File: src/logic/adcpo_params.svh
`ifndef ADCPO_PARAMS_SVH
`define ADCPO_PARAMS_SVH

// Width of one conversion word on the sample bus.
`define ADCPO_WORD_W          16
// Depth of the word buffer between converter core and sample bus.
`define ADCPO_FIFO_DEPTH      8
// Strobe half periods in clock cycles, per decimation setting.
`define ADCPO_HALF_CYC_DEC8   3'd4
`define ADCPO_HALF_CYC_DEC4   3'd2
// Value the sample bus shows while the filter is held in reset.
`define ADCPO_WORD_RESET      16'h0000
// Two's complement full-scale codes produced by the core.
`define ADCPO_CODE_POS_FULL   16'h7fff
`define ADCPO_CODE_NEG_FULL   16'h8000

`endif

File: src/logic/adcpo_pkg.sv
`include "adcpo_params.svh"

package adcpo_pkg;

	typedef struct packed
	{
		logic [`ADCPO_WORD_W-1:0] code;
	} adcpo_word_s;

	typedef enum logic [2:0]
	{
		ST_HOLD = 3'b001,
		ST_HIGH = 3'b010,
		ST_LOW  = 3'b100
	} adcpo_state_e;

endpackage

File: src/logic/adcpo_port.sv
// What this block does
// - Each result appears as a 16-bit word, bit 15 most significant, bit 0 least.
// - Data-ready strobe is active low; a high-to-low edge announces each new word.
// - At decimation 8 the strobe runs four clocks high, four clocks low, continuously.
// - Each falling strobe edge is launched from a rising clock edge.
// - Bus word changes at the strobe falling edge; host samples only afterwards.
// - Bus is released whenever read enable or chip select is high.
// - Bus is driven only while both selects are low; host asserts both to read.
// - Power-down low shuts all circuitry except the reference enable and rate select outputs; an undriven pin reads as operating high.
// - Internal reference used while its enable is low; undriven pin reads as low.
// - Decimation rate follows the select input; undriven pin reads as low.
// - A dedicated output flag reports that the analog input is out of range.
// - Select low decimates by 8; select high decimates by 4, doubling word rate.
// - The over-range flag goes high whenever the input is over range and power-down is high.
// - While filter reset is low, strobe is forced high and the bus low.
// - Words are two's complement: 7fff at positive, 8000 at negative full scale.
`timescale 1ns/1ps
`default_nettype none
`include "adcpo_params.svh"

module adcpo_port
(
	// Clock and reset
	input  wire logic                     CORE_CLK_I,
	input  wire logic                     RST_I,
	// Device control pins
	input  wire logic                     FILTER_RESET_N_I,
	input  wire logic                     POWER_DOWN_N_I,
	input  wire logic                     INTERNAL_REF_ENABLE_N_I,
	input  wire logic                     DECIMATION_SELECT_I,
	// Host read strobes
	input  wire logic                     CHIP_SELECT_N_I,
	input  wire logic                     READ_ENABLE_N_I,
	// Words from the converter core
	input  wire logic                     SAMPLE_VALID_I,
	input  wire logic [`ADCPO_WORD_W-1:0] SAMPLE_CODE_I,
	input  wire logic                     SAMPLE_OVER_RANGE_I,
	output logic                          SAMPLE_READY_O,
	// Parallel sample bus
	output logic [`ADCPO_WORD_W-1:0]      SAMPLE_BUS_O,
	output logic                          SAMPLE_BUS_OE_O,
	output logic                          DATA_READY_STROBE_N_O,
	output logic                          OVER_RANGE_FLAG_O,
	// Controls toward the analog core
	output logic                          CORE_POWER_EN_O,
	output logic                          INTERNAL_REF_EN_O,
	output logic                          DECIMATE_BY4_O
);

	adcpo_pkg::adcpo_state_e state_reg, state_next;
	adcpo_pkg::adcpo_word_s  word_reg, word_next;
	adcpo_pkg::adcpo_word_s  push_word, head_word;
	logic [2:0]              phase_reg, phase_next;
	logic [2:0]              last_phase;
	logic                    strobe_reg, strobe_next;
	logic                    oe_reg, oe_next;
	logic                    otr_reg, otr_next;
	logic                    pwr_reg, pwr_next;
	logic                    ref_reg, ref_next;
	logic                    by4_reg, by4_next;
	logic                    run;
	logic                    fall;
	logic                    head_valid;
	logic                    fifo_ready;

	// The filter only runs while powered and out of filter reset.
	assign run             = FILTER_RESET_N_I & POWER_DOWN_N_I;
	assign last_phase      = (DECIMATION_SELECT_I ? `ADCPO_HALF_CYC_DEC4 : `ADCPO_HALF_CYC_DEC8) - 3'd1;
	assign fall            = run && (state_reg == adcpo_pkg::ST_HIGH) && (phase_reg >= last_phase);
	assign push_word.code  = SAMPLE_CODE_I;

	// Buffer lets the core run ahead of the strobe; a full buffer stalls the core.
	adcpo_fifo
	#(
		.WIDTH ($bits(adcpo_pkg::adcpo_word_s)),
		.DEPTH (`ADCPO_FIFO_DEPTH)
	)
	u_fifo
	(
		.clk_i       (CORE_CLK_I),
		.rst_i       (RST_I),
		.flush_i     (!run),
		.in_valid_i  (SAMPLE_VALID_I & run),
		.in_data_i   (push_word),
		.in_ready_o  (fifo_ready),
		.out_valid_o (head_valid),
		.out_data_o  (head_word),
		.out_ready_i (fall)
	);

	assign SAMPLE_READY_O = fifo_ready;

	always_comb
	begin
		state_next  = state_reg;
		phase_next  = phase_reg;
		word_next   = word_reg;
		strobe_next = strobe_reg;
		if (!run)
		begin
			state_next     = adcpo_pkg::ST_HOLD;
			phase_next     = 3'd0;
			strobe_next    = 1'b1;
			word_next.code = `ADCPO_WORD_RESET;
		end
		else
		begin
			unique case (state_reg)
				adcpo_pkg::ST_HOLD:
				begin
					state_next  = adcpo_pkg::ST_HIGH;
					phase_next  = 3'd0;
					strobe_next = 1'b1;
				end
				adcpo_pkg::ST_HIGH:
				begin
					if (fall)
					begin
						state_next  = adcpo_pkg::ST_LOW;
						phase_next  = 3'd0;
						strobe_next = 1'b0;
						// An empty buffer repeats the previous word rather than stop the strobe.
						if (head_valid)
							word_next = head_word;
					end
					else
						phase_next = phase_reg + 3'd1;
				end
				adcpo_pkg::ST_LOW:
				begin
					if (phase_reg >= last_phase)
					begin
						state_next  = adcpo_pkg::ST_HIGH;
						phase_next  = 3'd0;
						strobe_next = 1'b1;
					end
					else
						phase_next = phase_reg + 3'd1;
				end
				default:
				begin
					state_next  = adcpo_pkg::ST_HOLD;
					phase_next  = 3'd0;
					strobe_next = 1'b1;
				end
			endcase
		end
	end

	always_comb
	begin
		oe_next  = !CHIP_SELECT_N_I && !READ_ENABLE_N_I && POWER_DOWN_N_I;
		otr_next = SAMPLE_OVER_RANGE_I & POWER_DOWN_N_I;
		pwr_next = POWER_DOWN_N_I;
		ref_next = !INTERNAL_REF_ENABLE_N_I;
		by4_next = DECIMATION_SELECT_I;
	end

	// Strobe and word are registered together so the edge leaves a rising clock edge.
	always_ff @(posedge CORE_CLK_I)
	begin
		if (RST_I)
		begin
			state_reg  <= adcpo_pkg::ST_HOLD;
			phase_reg  <= 3'd0;
			word_reg   <= '0;
			strobe_reg <= 1'b1;
			oe_reg     <= 1'b0;
			otr_reg    <= 1'b0;
			pwr_reg    <= 1'b0;
			ref_reg    <= 1'b0;
			by4_reg    <= 1'b0;
		end
		else
		begin
			state_reg  <= state_next;
			phase_reg  <= phase_next;
			word_reg   <= word_next;
			strobe_reg <= strobe_next;
			oe_reg     <= oe_next;
			otr_reg    <= otr_next;
			pwr_reg    <= pwr_next;
			ref_reg    <= ref_next;
			by4_reg    <= by4_next;
		end
	end

	assign SAMPLE_BUS_O          = word_reg.code;
	assign SAMPLE_BUS_OE_O       = oe_reg;
	assign DATA_READY_STROBE_N_O = strobe_reg;
	assign OVER_RANGE_FLAG_O     = otr_reg;
	assign CORE_POWER_EN_O       = pwr_reg;
	assign INTERNAL_REF_EN_O     = ref_reg;
	assign DECIMATE_BY4_O        = by4_reg;

	// Runs of steady conditions, so a change of select or reset disables the check.
	logic steady;
	assign steady = run && (DECIMATION_SELECT_I == by4_reg);
endmodule // adcpo_port

`default_nettype wire

File: src/logic/adcpo_fifo.sv
`timescale 1ns/1ps
`default_nettype none

module adcpo_fifo
#(
	parameter int WIDTH = 16,
	parameter int DEPTH = 8
)
(
	// Clock and reset
	input  wire logic             clk_i,
	input  wire logic             rst_i,
	input  wire logic             flush_i,
	// Filling side
	input  wire logic             in_valid_i,
	input  wire logic [WIDTH-1:0] in_data_i,
	output logic                  in_ready_o,
	// Draining side
	output logic                  out_valid_o,
	output logic      [WIDTH-1:0] out_data_o,
	input  wire logic             out_ready_i
);

	localparam int PW = (DEPTH > 1) ? $clog2(DEPTH) : 1;
	localparam int CW = $clog2(DEPTH + 1);

	logic [WIDTH-1:0] mem_reg  [DEPTH];
	logic [WIDTH-1:0] mem_next [DEPTH];
	logic [PW-1:0]    wr_reg, wr_next, rd_reg, rd_next;
	logic [CW-1:0]    cnt_reg, cnt_next;
	logic             in_ready_reg, in_ready_next;
	logic             out_valid_reg, out_valid_next;
	logic             push, pop;

	assign push        = in_valid_i & in_ready_reg;
	assign pop         = out_ready_i & out_valid_reg;
	assign in_ready_o  = in_ready_reg;
	assign out_valid_o = out_valid_reg;
	assign out_data_o  = mem_reg[rd_reg];

	always_comb
	begin
		mem_next = mem_reg;
		wr_next  = wr_reg;
		rd_next  = rd_reg;
		cnt_next = cnt_reg;
		if (flush_i)
		begin
			wr_next  = '0;
			rd_next  = '0;
			cnt_next = '0;
		end
		else
		begin
			if (push)
			begin
				mem_next[wr_reg] = in_data_i;
				wr_next = (wr_reg == PW'(DEPTH - 1)) ? '0 : wr_reg + 1'b1;
			end
			if (pop)
				rd_next = (rd_reg == PW'(DEPTH - 1)) ? '0 : rd_reg + 1'b1;
			if (push && !pop)
				cnt_next = cnt_reg + 1'b1;
			else if (pop && !push)
				cnt_next = cnt_reg - 1'b1;
		end
		// Flags are registered so both ports come straight from flip-flops.
		in_ready_next  = (cnt_next != CW'(DEPTH));
		out_valid_next = (cnt_next != '0);
	end

	always_ff @(posedge clk_i)
	begin
		mem_reg <= mem_next;
		if (rst_i)
		begin
			wr_reg        <= '0;
			rd_reg        <= '0;
			cnt_reg       <= '0;
			in_ready_reg  <= 1'b0;
			out_valid_reg <= 1'b0;
		end
		else
		begin
			wr_reg        <= wr_next;
			rd_reg        <= rd_next;
			cnt_reg       <= cnt_next;
			in_ready_reg  <= in_ready_next;
			out_valid_reg <= out_valid_next;
		end
	end
endmodule // adcpo_fifo

`default_nettype wire

File: config.mk
export PLATFORM = sky130hd
export DESIGN_NAME = adcpo_port
export DESIGN_NICKNAME = d
export VERILOG_FILES = /design/src/logic/adcpo_pkg.sv /design/src/logic/adcpo_port.sv /design/src/logic/adcpo_fifo.sv
export VERILOG_INCLUDE_DIRS = /design/src /design/src/logic
export SDC_FILE = /design/constraint.sdc
export NUM_CORES = 1
export LEC_CHECK = 0
export BUFFER_PORTS_ARGS = -buffer_cell sky130_fd_sc_hd__buf_2
export CORE_UTILIZATION = 60
export DETAILED_ROUTE_END_ITERATION = 8
export GPL_ROUTABILITY_DRIVEN = 0
export PLACE_DENSITY_LB_ADDON = 0.2
export RECOVER_POWER = 100
export SYNTH_ARGS = -nofsm -noshare
export SYNTH_HDL_FRONTEND = slang
export SYNTH_HIERARCHICAL = 1
export SYNTH_SLANG_ARGS = --single-unit
File: constraint.sdc
create_clock -name CORE_CLK_I -period 4.5 [get_ports CORE_CLK_I]
set_input_delay 0.9 -clock CORE_CLK_I [delete_from_list [all_inputs] [get_ports CORE_CLK_I]]
set_output_delay 0.9 -clock CORE_CLK_I [all_outputs]
set_load 0.01 [all_outputs]
; ---- Word-level counts from Yosys, hierarchy flattened
; Cells that the tools add are included.
[totals]
rom_bits = 0
out_inout_bits = 23
n_memories = 0
latchBits = 0
mem_bits_rw = 0
regBits = 168
[op_classes]
n_mux = 21
shifts = 0
div = 0
add_sub_neg = 6
n_eq_ne = 8
magnitude_cmp = 4
n_mul = 0
bitwise_logic = 8
n_reduce_logical = 17
[op_table]
columns = operator, count
row1 = $bwmux W128, 1
row2 = $bmux W16 S3, 1
row3 = $demux W16 S3, 1
row4 = $mux W16, 3
row5 = $mux W3, 7
row6 = $mux W4, 3
row7 = $add A3 B1 Y3 const B, 3
row8 = $eq A3 B3 Y1 const B, 3
row9 = $pmux W3 S3, 1
row10 = $ge A4 B4 Y1 const B, 2
row11 = $not A3 Y4, 2
row12 = $logic_and A1 B1 Y1, 7
row13 = $pmux W3 S2, 1
row14 = $and A1 B1 Y1, 5
row15 = $logic_not A1 Y1, 5
row16 = $add A4 B1 Y4 const B, 1
row17 = $lt A4 B1 Y1 const B, 1
row18 = $ne A4 B4 Y1 const B, 1
row19 = $reduce_and A2 Y1, 2
row20 = $reduce_bool A4 Y1, 1
row21 = $sub A4 B1 Y4 const B, 1
row22 = $eq A3 B1 Y1 const B, 1
row23 = $eq A3 B2 Y1 const B, 1
row24 = $ge A3 B3 Y1, 1
row25 = other kinds (8), 9

; ---- Depth between registers and ports, before layout
[logic_depth]
ltp_word = 10
depth_mapped = 9

; ---- By module
; Netlist, hierarchy kept.
[modules_own_cells]
columns = mod, seq_area_each_um2, area_each_um2, instances, cells_each
row1 = adcpo_fifo, 4083.9, 5572.8, 1, 271
row2 = adcpo_port, 560.5, 1149.9, 1, 119

; ---- Worst setup path after synthesis
; No wires, ideal clock.
[synth_path]
path_kind = input -> register
from = in SAMPLE_VALID_I
to = reg u_fifo/mem_reg[112] (netlist name) (enable)
path_buffers = 0
required_ns = 4.091
arrival_time_ns = 2.808
stages = 4
setup_ns = 0.409
slack_ns = 1.283
path_cell_list = and3_1 > nand2_1 > or3_1 > nor3_1
[synth_between]
elab_chain_len = 3
[synth_lines]
columns = item, line_no
row1 = from (decl), adcpo_port.sv:35  ; input wire logic SAMPLE_VALID_I,
row2 = $and A1 B1 Y1, adcpo_port.sv:83  ; .in_valid_i (SAMPLE_VALID_I & run),
row3 = $and A1 B1 Y1, adcpo_fifo.sv:35  ; assign push = in_valid_i & in_ready_reg;
row4 = $reduce_and A2 Y1 (no line), n/a
row5 = to (signal assigned), adcpo_fifo.sv:74  ; mem_reg <= mem_next;
row6 = to (decl), adcpo_fifo.sv:27  ; logic [WIDTH-1:0] mem_reg [DEPTH];
; No other way between the ends.
; A chain may end at the register's enable or synchronous reset.

; ---- Worst setup path in the final report
[layout_path]
from = in DECIMATION_SELECT_I
to = reg word_reg, in the netlist SAMPLE_BUS_O[3]
[layout_between]
elab_chain_len = 5
[layout_lines]
columns = item, line_no
row1 = from (decl), adcpo_port.sv:30  ; input wire logic DECIMATION_SELECT_I,
row2 = $mux W3 (no line), n/a
row3 = $sub A3 B1 Y3, adcpo_port.sv:68  ; assign last_phase = (DECIMATION_SELECT_I ? `ADCPO_HALF_CYC_DEC4 : `ADCPO_HALF_CYC_DEC8) - 3'd1;
row4 = $ge A3 B3 Y1, adcpo_port.sv:69  ; assign fall = run && (state_reg == adcpo_pkg::ST_HIGH) && (phase_reg >= last_phase);
row5 = $logic_and A1 B1 Y1, adcpo_port.sv:69
row6 = $reduce_and A3 Y1 (no line), n/a
row7 = to (signal assigned), adcpo_port.sv:178  ; word_reg <= word_next;
row8 = to (decl), adcpo_port.sv:51  ; adcpo_pkg::adcpo_word_s word_reg, word_next;
; No other way between the ends.

==> summary.md <==
Critical path class: input pin to register. Yosys attributes the largest share of cell area to sky130_fd_sc_hd__edfxtp_1 (57%), sky130_fd_sc_hd__dfxtp_1 (12%), sky130_fd_sc_hd__mux4_1 (9.0%). The H-tree generated during clock tree synthesis spans 4 levels. The final reports fail on max-capacitance violations, max-slew violations. The repair_antennas step left the layout with diodes totalling 0. The run gives 38 as the row count. In this run switching power makes up 19.4% of total power.

After layout, the worst path uses 71.4% of the clock period. The cell area that synthesis handed to floorplanning was 0.00672 sq mm. Counting the fill cells in the layout gives 726.

The path with the worst hold slack has its endpoint at SAMPLE_BUS_O[12]. The biggest cell delay along the critical path is 0.99 ns, and the logic gate share of total power is 1.5%. The routed wirelength normalized by instance count came out at 19.8 um. The flip-flop count of the largest register after layout was 128.

TritonCTS built the clock tree. The worst hold path begins at SAMPLE_BUS_O[12]. The startpoint of the most critical register-to-register path is phase_reg[1]. Headroom to the max-slew limit came out at -33.0%.

The number of iterations in the first detailed-routing pass came out at 4. IR analysis of the VDD net gives a maximum drop of 0.381 mV. The quantity of hold-fixing buffers added after cts is 0, and the clock sink count is 168. The top cell type by total area after synthesis is sky130_fd_sc_hd__edfxtp_1. The final-report hold violation count is 0, and the number of unique standard cell types used by synthesis is 44.

Max-capacitance violation count: 1. By count the netlist is led by sky130_fd_sc_hd__edfxtp_1 (128), sky130_fd_sc_hd__nand2_1 (43), sky130_fd_sc_hd__dfxtp_1 (40). The layout cell share with drive strength beyond 1 works out to 13.9%.

Global routing used 23.1% of the available tracks. The full die area was 0.0116 sq mm. In this run the count of I/O pins placed on the die edge is 49. The flow ran to the end, but the final reports show violations. The tools report the cell count after placement as 570. The highest fanout seen on the critical path is 13, and the final global-route overflow total is 0. The run gives 0.00652 ns as the clock skew.

The endpoint of the lowest-slack register-to-register path was SAMPLE_BUS_O[3]. Counting the buffers created by CTS gives 17. Dividing total power by cell area gives a power density of 411 mW/mm^2.

In this run, the clock network consumes 44.8% of the power. The tools report the type of element capturing the critical path as a register. The fraction of registers with async set or reset after synthesis is 0%.

Setup violations remaining at the end of the flow were counted as 0. The share of the Yosys chip area taken by registers is 69.1%. The post-detailed-route via-to-cell ratio works out to 5.81. In this run the most used layer during global routing was met2. The HPWL after detailed placement is 7100 um. The starting density of the core was 61.7%; the final standard cell count with taps included and fillers excluded was 602.

The logs give 483 for the final net count and 2 for the buffer levels on the longest clock path. Number of cells on the worst hold path: 2. Clock-pin slew was measured on the worst setup and hold paths at 0.07 ns.

The internal power consumption was 0.00251 W; the required time reported for the critical path endpoint was 4.96 ns. In this run the tool buffered the top-level ports with 48 buffer cells. The master of the slowest instance on the critical path is sky130_fd_sc_hd__nor4_1.

In the routed design, unresolved DRC markers number 0. The internal reg-to-reg setup slack is 1.43 ns. Walking the worst path, the cells encountered are buf_2 > ha_1 > a211oi_1 > nor4_1 > clkbuf_1 > mux2i_1.

After layout, the minimum clock period comes to 3.21 ns. Sequential share of power: 53.7%. The count of flip-flops with a built-in enable after synthesis was 128. The tools report the global-route track usage on met1 as 28.9%.

The number of buffers inserted by post-CTS setup repair is 0. The share of the core filled with cells was 69.5%; the total via count after detailed routing was 3,500. The cell count of the worst reg-to-reg path was 5; the met3 layer usage reported by global route was 5.99%.

Dividing the synthesized area by the synthesized cell count gives 17.2 sq um. The die is 108 um tall. The via count of the first global-routing pass is 3,552.

In this run the remaining antenna-violating nets after routing total 0. In this run, synthesis produced a sequential element count of 168. The commonest register cell after synthesis was sky130_fd_sc_hd__edfxtp_1.

Counting every instance in the synthesized netlist gives 390. The number of nets handed over by synthesis was 424. The run gives 0.000605 W as the total net switching power. Post-CTS repair changed the size of 0 cells. The tools report the maximum clock frequency as 0.311 GHz.

The run gives 0 as the number of antenna violations at the first check in global routing. From left edge to right edge, the die measures 108 um. The wire length of the first global-routing pass was 18,700 um. Setup repair after global routing left no endpoint under its margin. The routed design has 11,900 um of wire.

The min-delay analysis places its worst path in the category register to register. The most frequently used cell type in the post-synthesis netlist is sky130_fd_sc_hd__edfxtp_1. Summed over all failing endpoints, the final setup total negative slack is 0 ns. The clock latency on the worst-skew pair was 0.54 ns. For this design the static power due to leakage is 2.46 nW. The floorplan step defined a core boundary enclosing 0.0109 sq mm. For this run, global-route usage on met2 was measured as 37.4%. The logs give 36 for the largest net degree at the start of global routing and 192 for the number of DRC markers in iteration 0.

The transition time of the tightest slew-check pin came out at 1.99 ns. The total count of max-transition violations in the final report is 36. The sort of element at the start of the critical path is an input pin.

The area share of the largest cell type after synthesis is 57.2%. At the worst endpoint, the arrival time is 3.68 ns. For this run, the number of Yosys warnings is 6.

In this run the clock root is driven by a sky130_fd_sc_hd__clkbuf_8. The area growth from synthesis to layout works out to 12.5%. Worst slack on hold paths: 0.457 ns.
## layout by cell type (no fill, tap or decap), types with 5 or more instances in the layout
cell,netlist,final
sky130_fd_sc_hd__ha_1,8,8
sky130_fd_sc_hd__mux2_2,16,16
sky130_fd_sc_hd__inv_1,5,5
sky130_fd_sc_hd__mux4_2,9,9
sky130_fd_sc_hd__clkbuf_16,0,16
sky130_fd_sc_hd__nand2_1,43,43
sky130_fd_sc_hd__nor2_1,15,15
sky130_fd_sc_hd__edfxtp_1,128,128
sky130_fd_sc_hd__nand2b_1,5,5
sky130_fd_sc_hd__mux4_1,23,23
sky130_fd_sc_hd__nor3_1,6,6
sky130_fd_sc_hd__mux2i_1,18,18
sky130_fd_sc_hd__a21oi_1,9,9
sky130_fd_sc_hd__buf_2,3,7
sky130_fd_sc_hd__dfxtp_1,40,39
sky130_fd_sc_hd__clkbuf_1,8,53
## cell type report
type                            instances  area, sq um  area share (%)
Multi-Input combinational cell        199         1920            25.4
Timing Repair Buffer                   58          230            3.04
Sequential cell                       168         4650            61.4
Inverter                                5         18.8           0.248
Tap cell                              140          175            2.32
Clock inverter                         10          119            1.57
Clock buffer                           22          453            5.99
## power by group through the flow
stage          registers [W]  clock network (W)   logic, W
2_1_floorplan        0.00171                  0  0.0000172
3_3_place_gp         0.00171                  0  0.0000468
3_5_place_dp         0.00171                  0  0.0000492
4_1_cts              0.00167            0.00142  0.0000495
5_1_grt              0.00167            0.00148  0.0000513
6_report             0.00167            0.00139  0.0000453
## metrics by stage
step / worst slack (ns) / instance area, sq um / power, W
2_1_floorplan: 1.28 / 6720 / 0.00172
3_3_place_gp: 1.30 / 7110 / 0.00175
3_5_place_dp: 1.16 / 7110 / 0.00175
4_1_cts: 1.73 / 7680 / 0.00314
5_1_grt: 1.05 / 7560 / 0.00320
6_report: 1.29 / 7560 / 0.00311
## per-layer routing
metal  share of wire [%]  vias to the layer above  wire length, um
met5                   0                        -                0
li1                    -                     1655                -
met1                  42                     1723             5030
met4                 2.1                        0              246
met3                 6.1                       18              734
met2                  50                      104             5930
## logic make-up after synthesis
| logic type | count (synthesis) | synth area share [%] |
|---|---|---|
| fa+ha+maj | 8 | 1.49 |
| buf+inv | 23 | 2.01 |
| flops | 168 | 69.1 |
| mux | 66 | 17.4 |
| xor+xnor | 5 | 0.652 |
| simple gates | 99 | 7.35 |
| compound gates | 21 | 2.05 |
## worst max-delay path: cells and delay by family
kind / cells / cell delay [ns]
AND/OR/NAND/NOR: 1 / 0.99
multiplexers: 1 / 0.28
AO/OA/AOI/OAI: 1 / 0.17
adder cells (fa/ha/maj): 1 / 0.29
buffers and inverters: 2 / 1.05
## how the worst max path moves through the flow
stage | start | endpoint | slack [ns] | cells past startpoint
finish | DECIMATION_SELECT_I | SAMPLE_BUS_O[3] | 1.29 | 6
global route | DECIMATION_SELECT_I | SAMPLE_BUS_O[3] | 1.05 | 6
CTS | DECIMATION_SELECT_I | u_fifo/in_ready_o | 1.73 | 9
detailed placement | DECIMATION_SELECT_I | u_fifo/in_ready_o | 1.16 | 9
global placement | DECIMATION_SELECT_I | u_fifo/in_ready_o | 1.30 | 9
floorplan | SAMPLE_VALID_I | u_fifo/mem_reg[112] | 1.28 | 4
(Power assumes the default switching activity.)
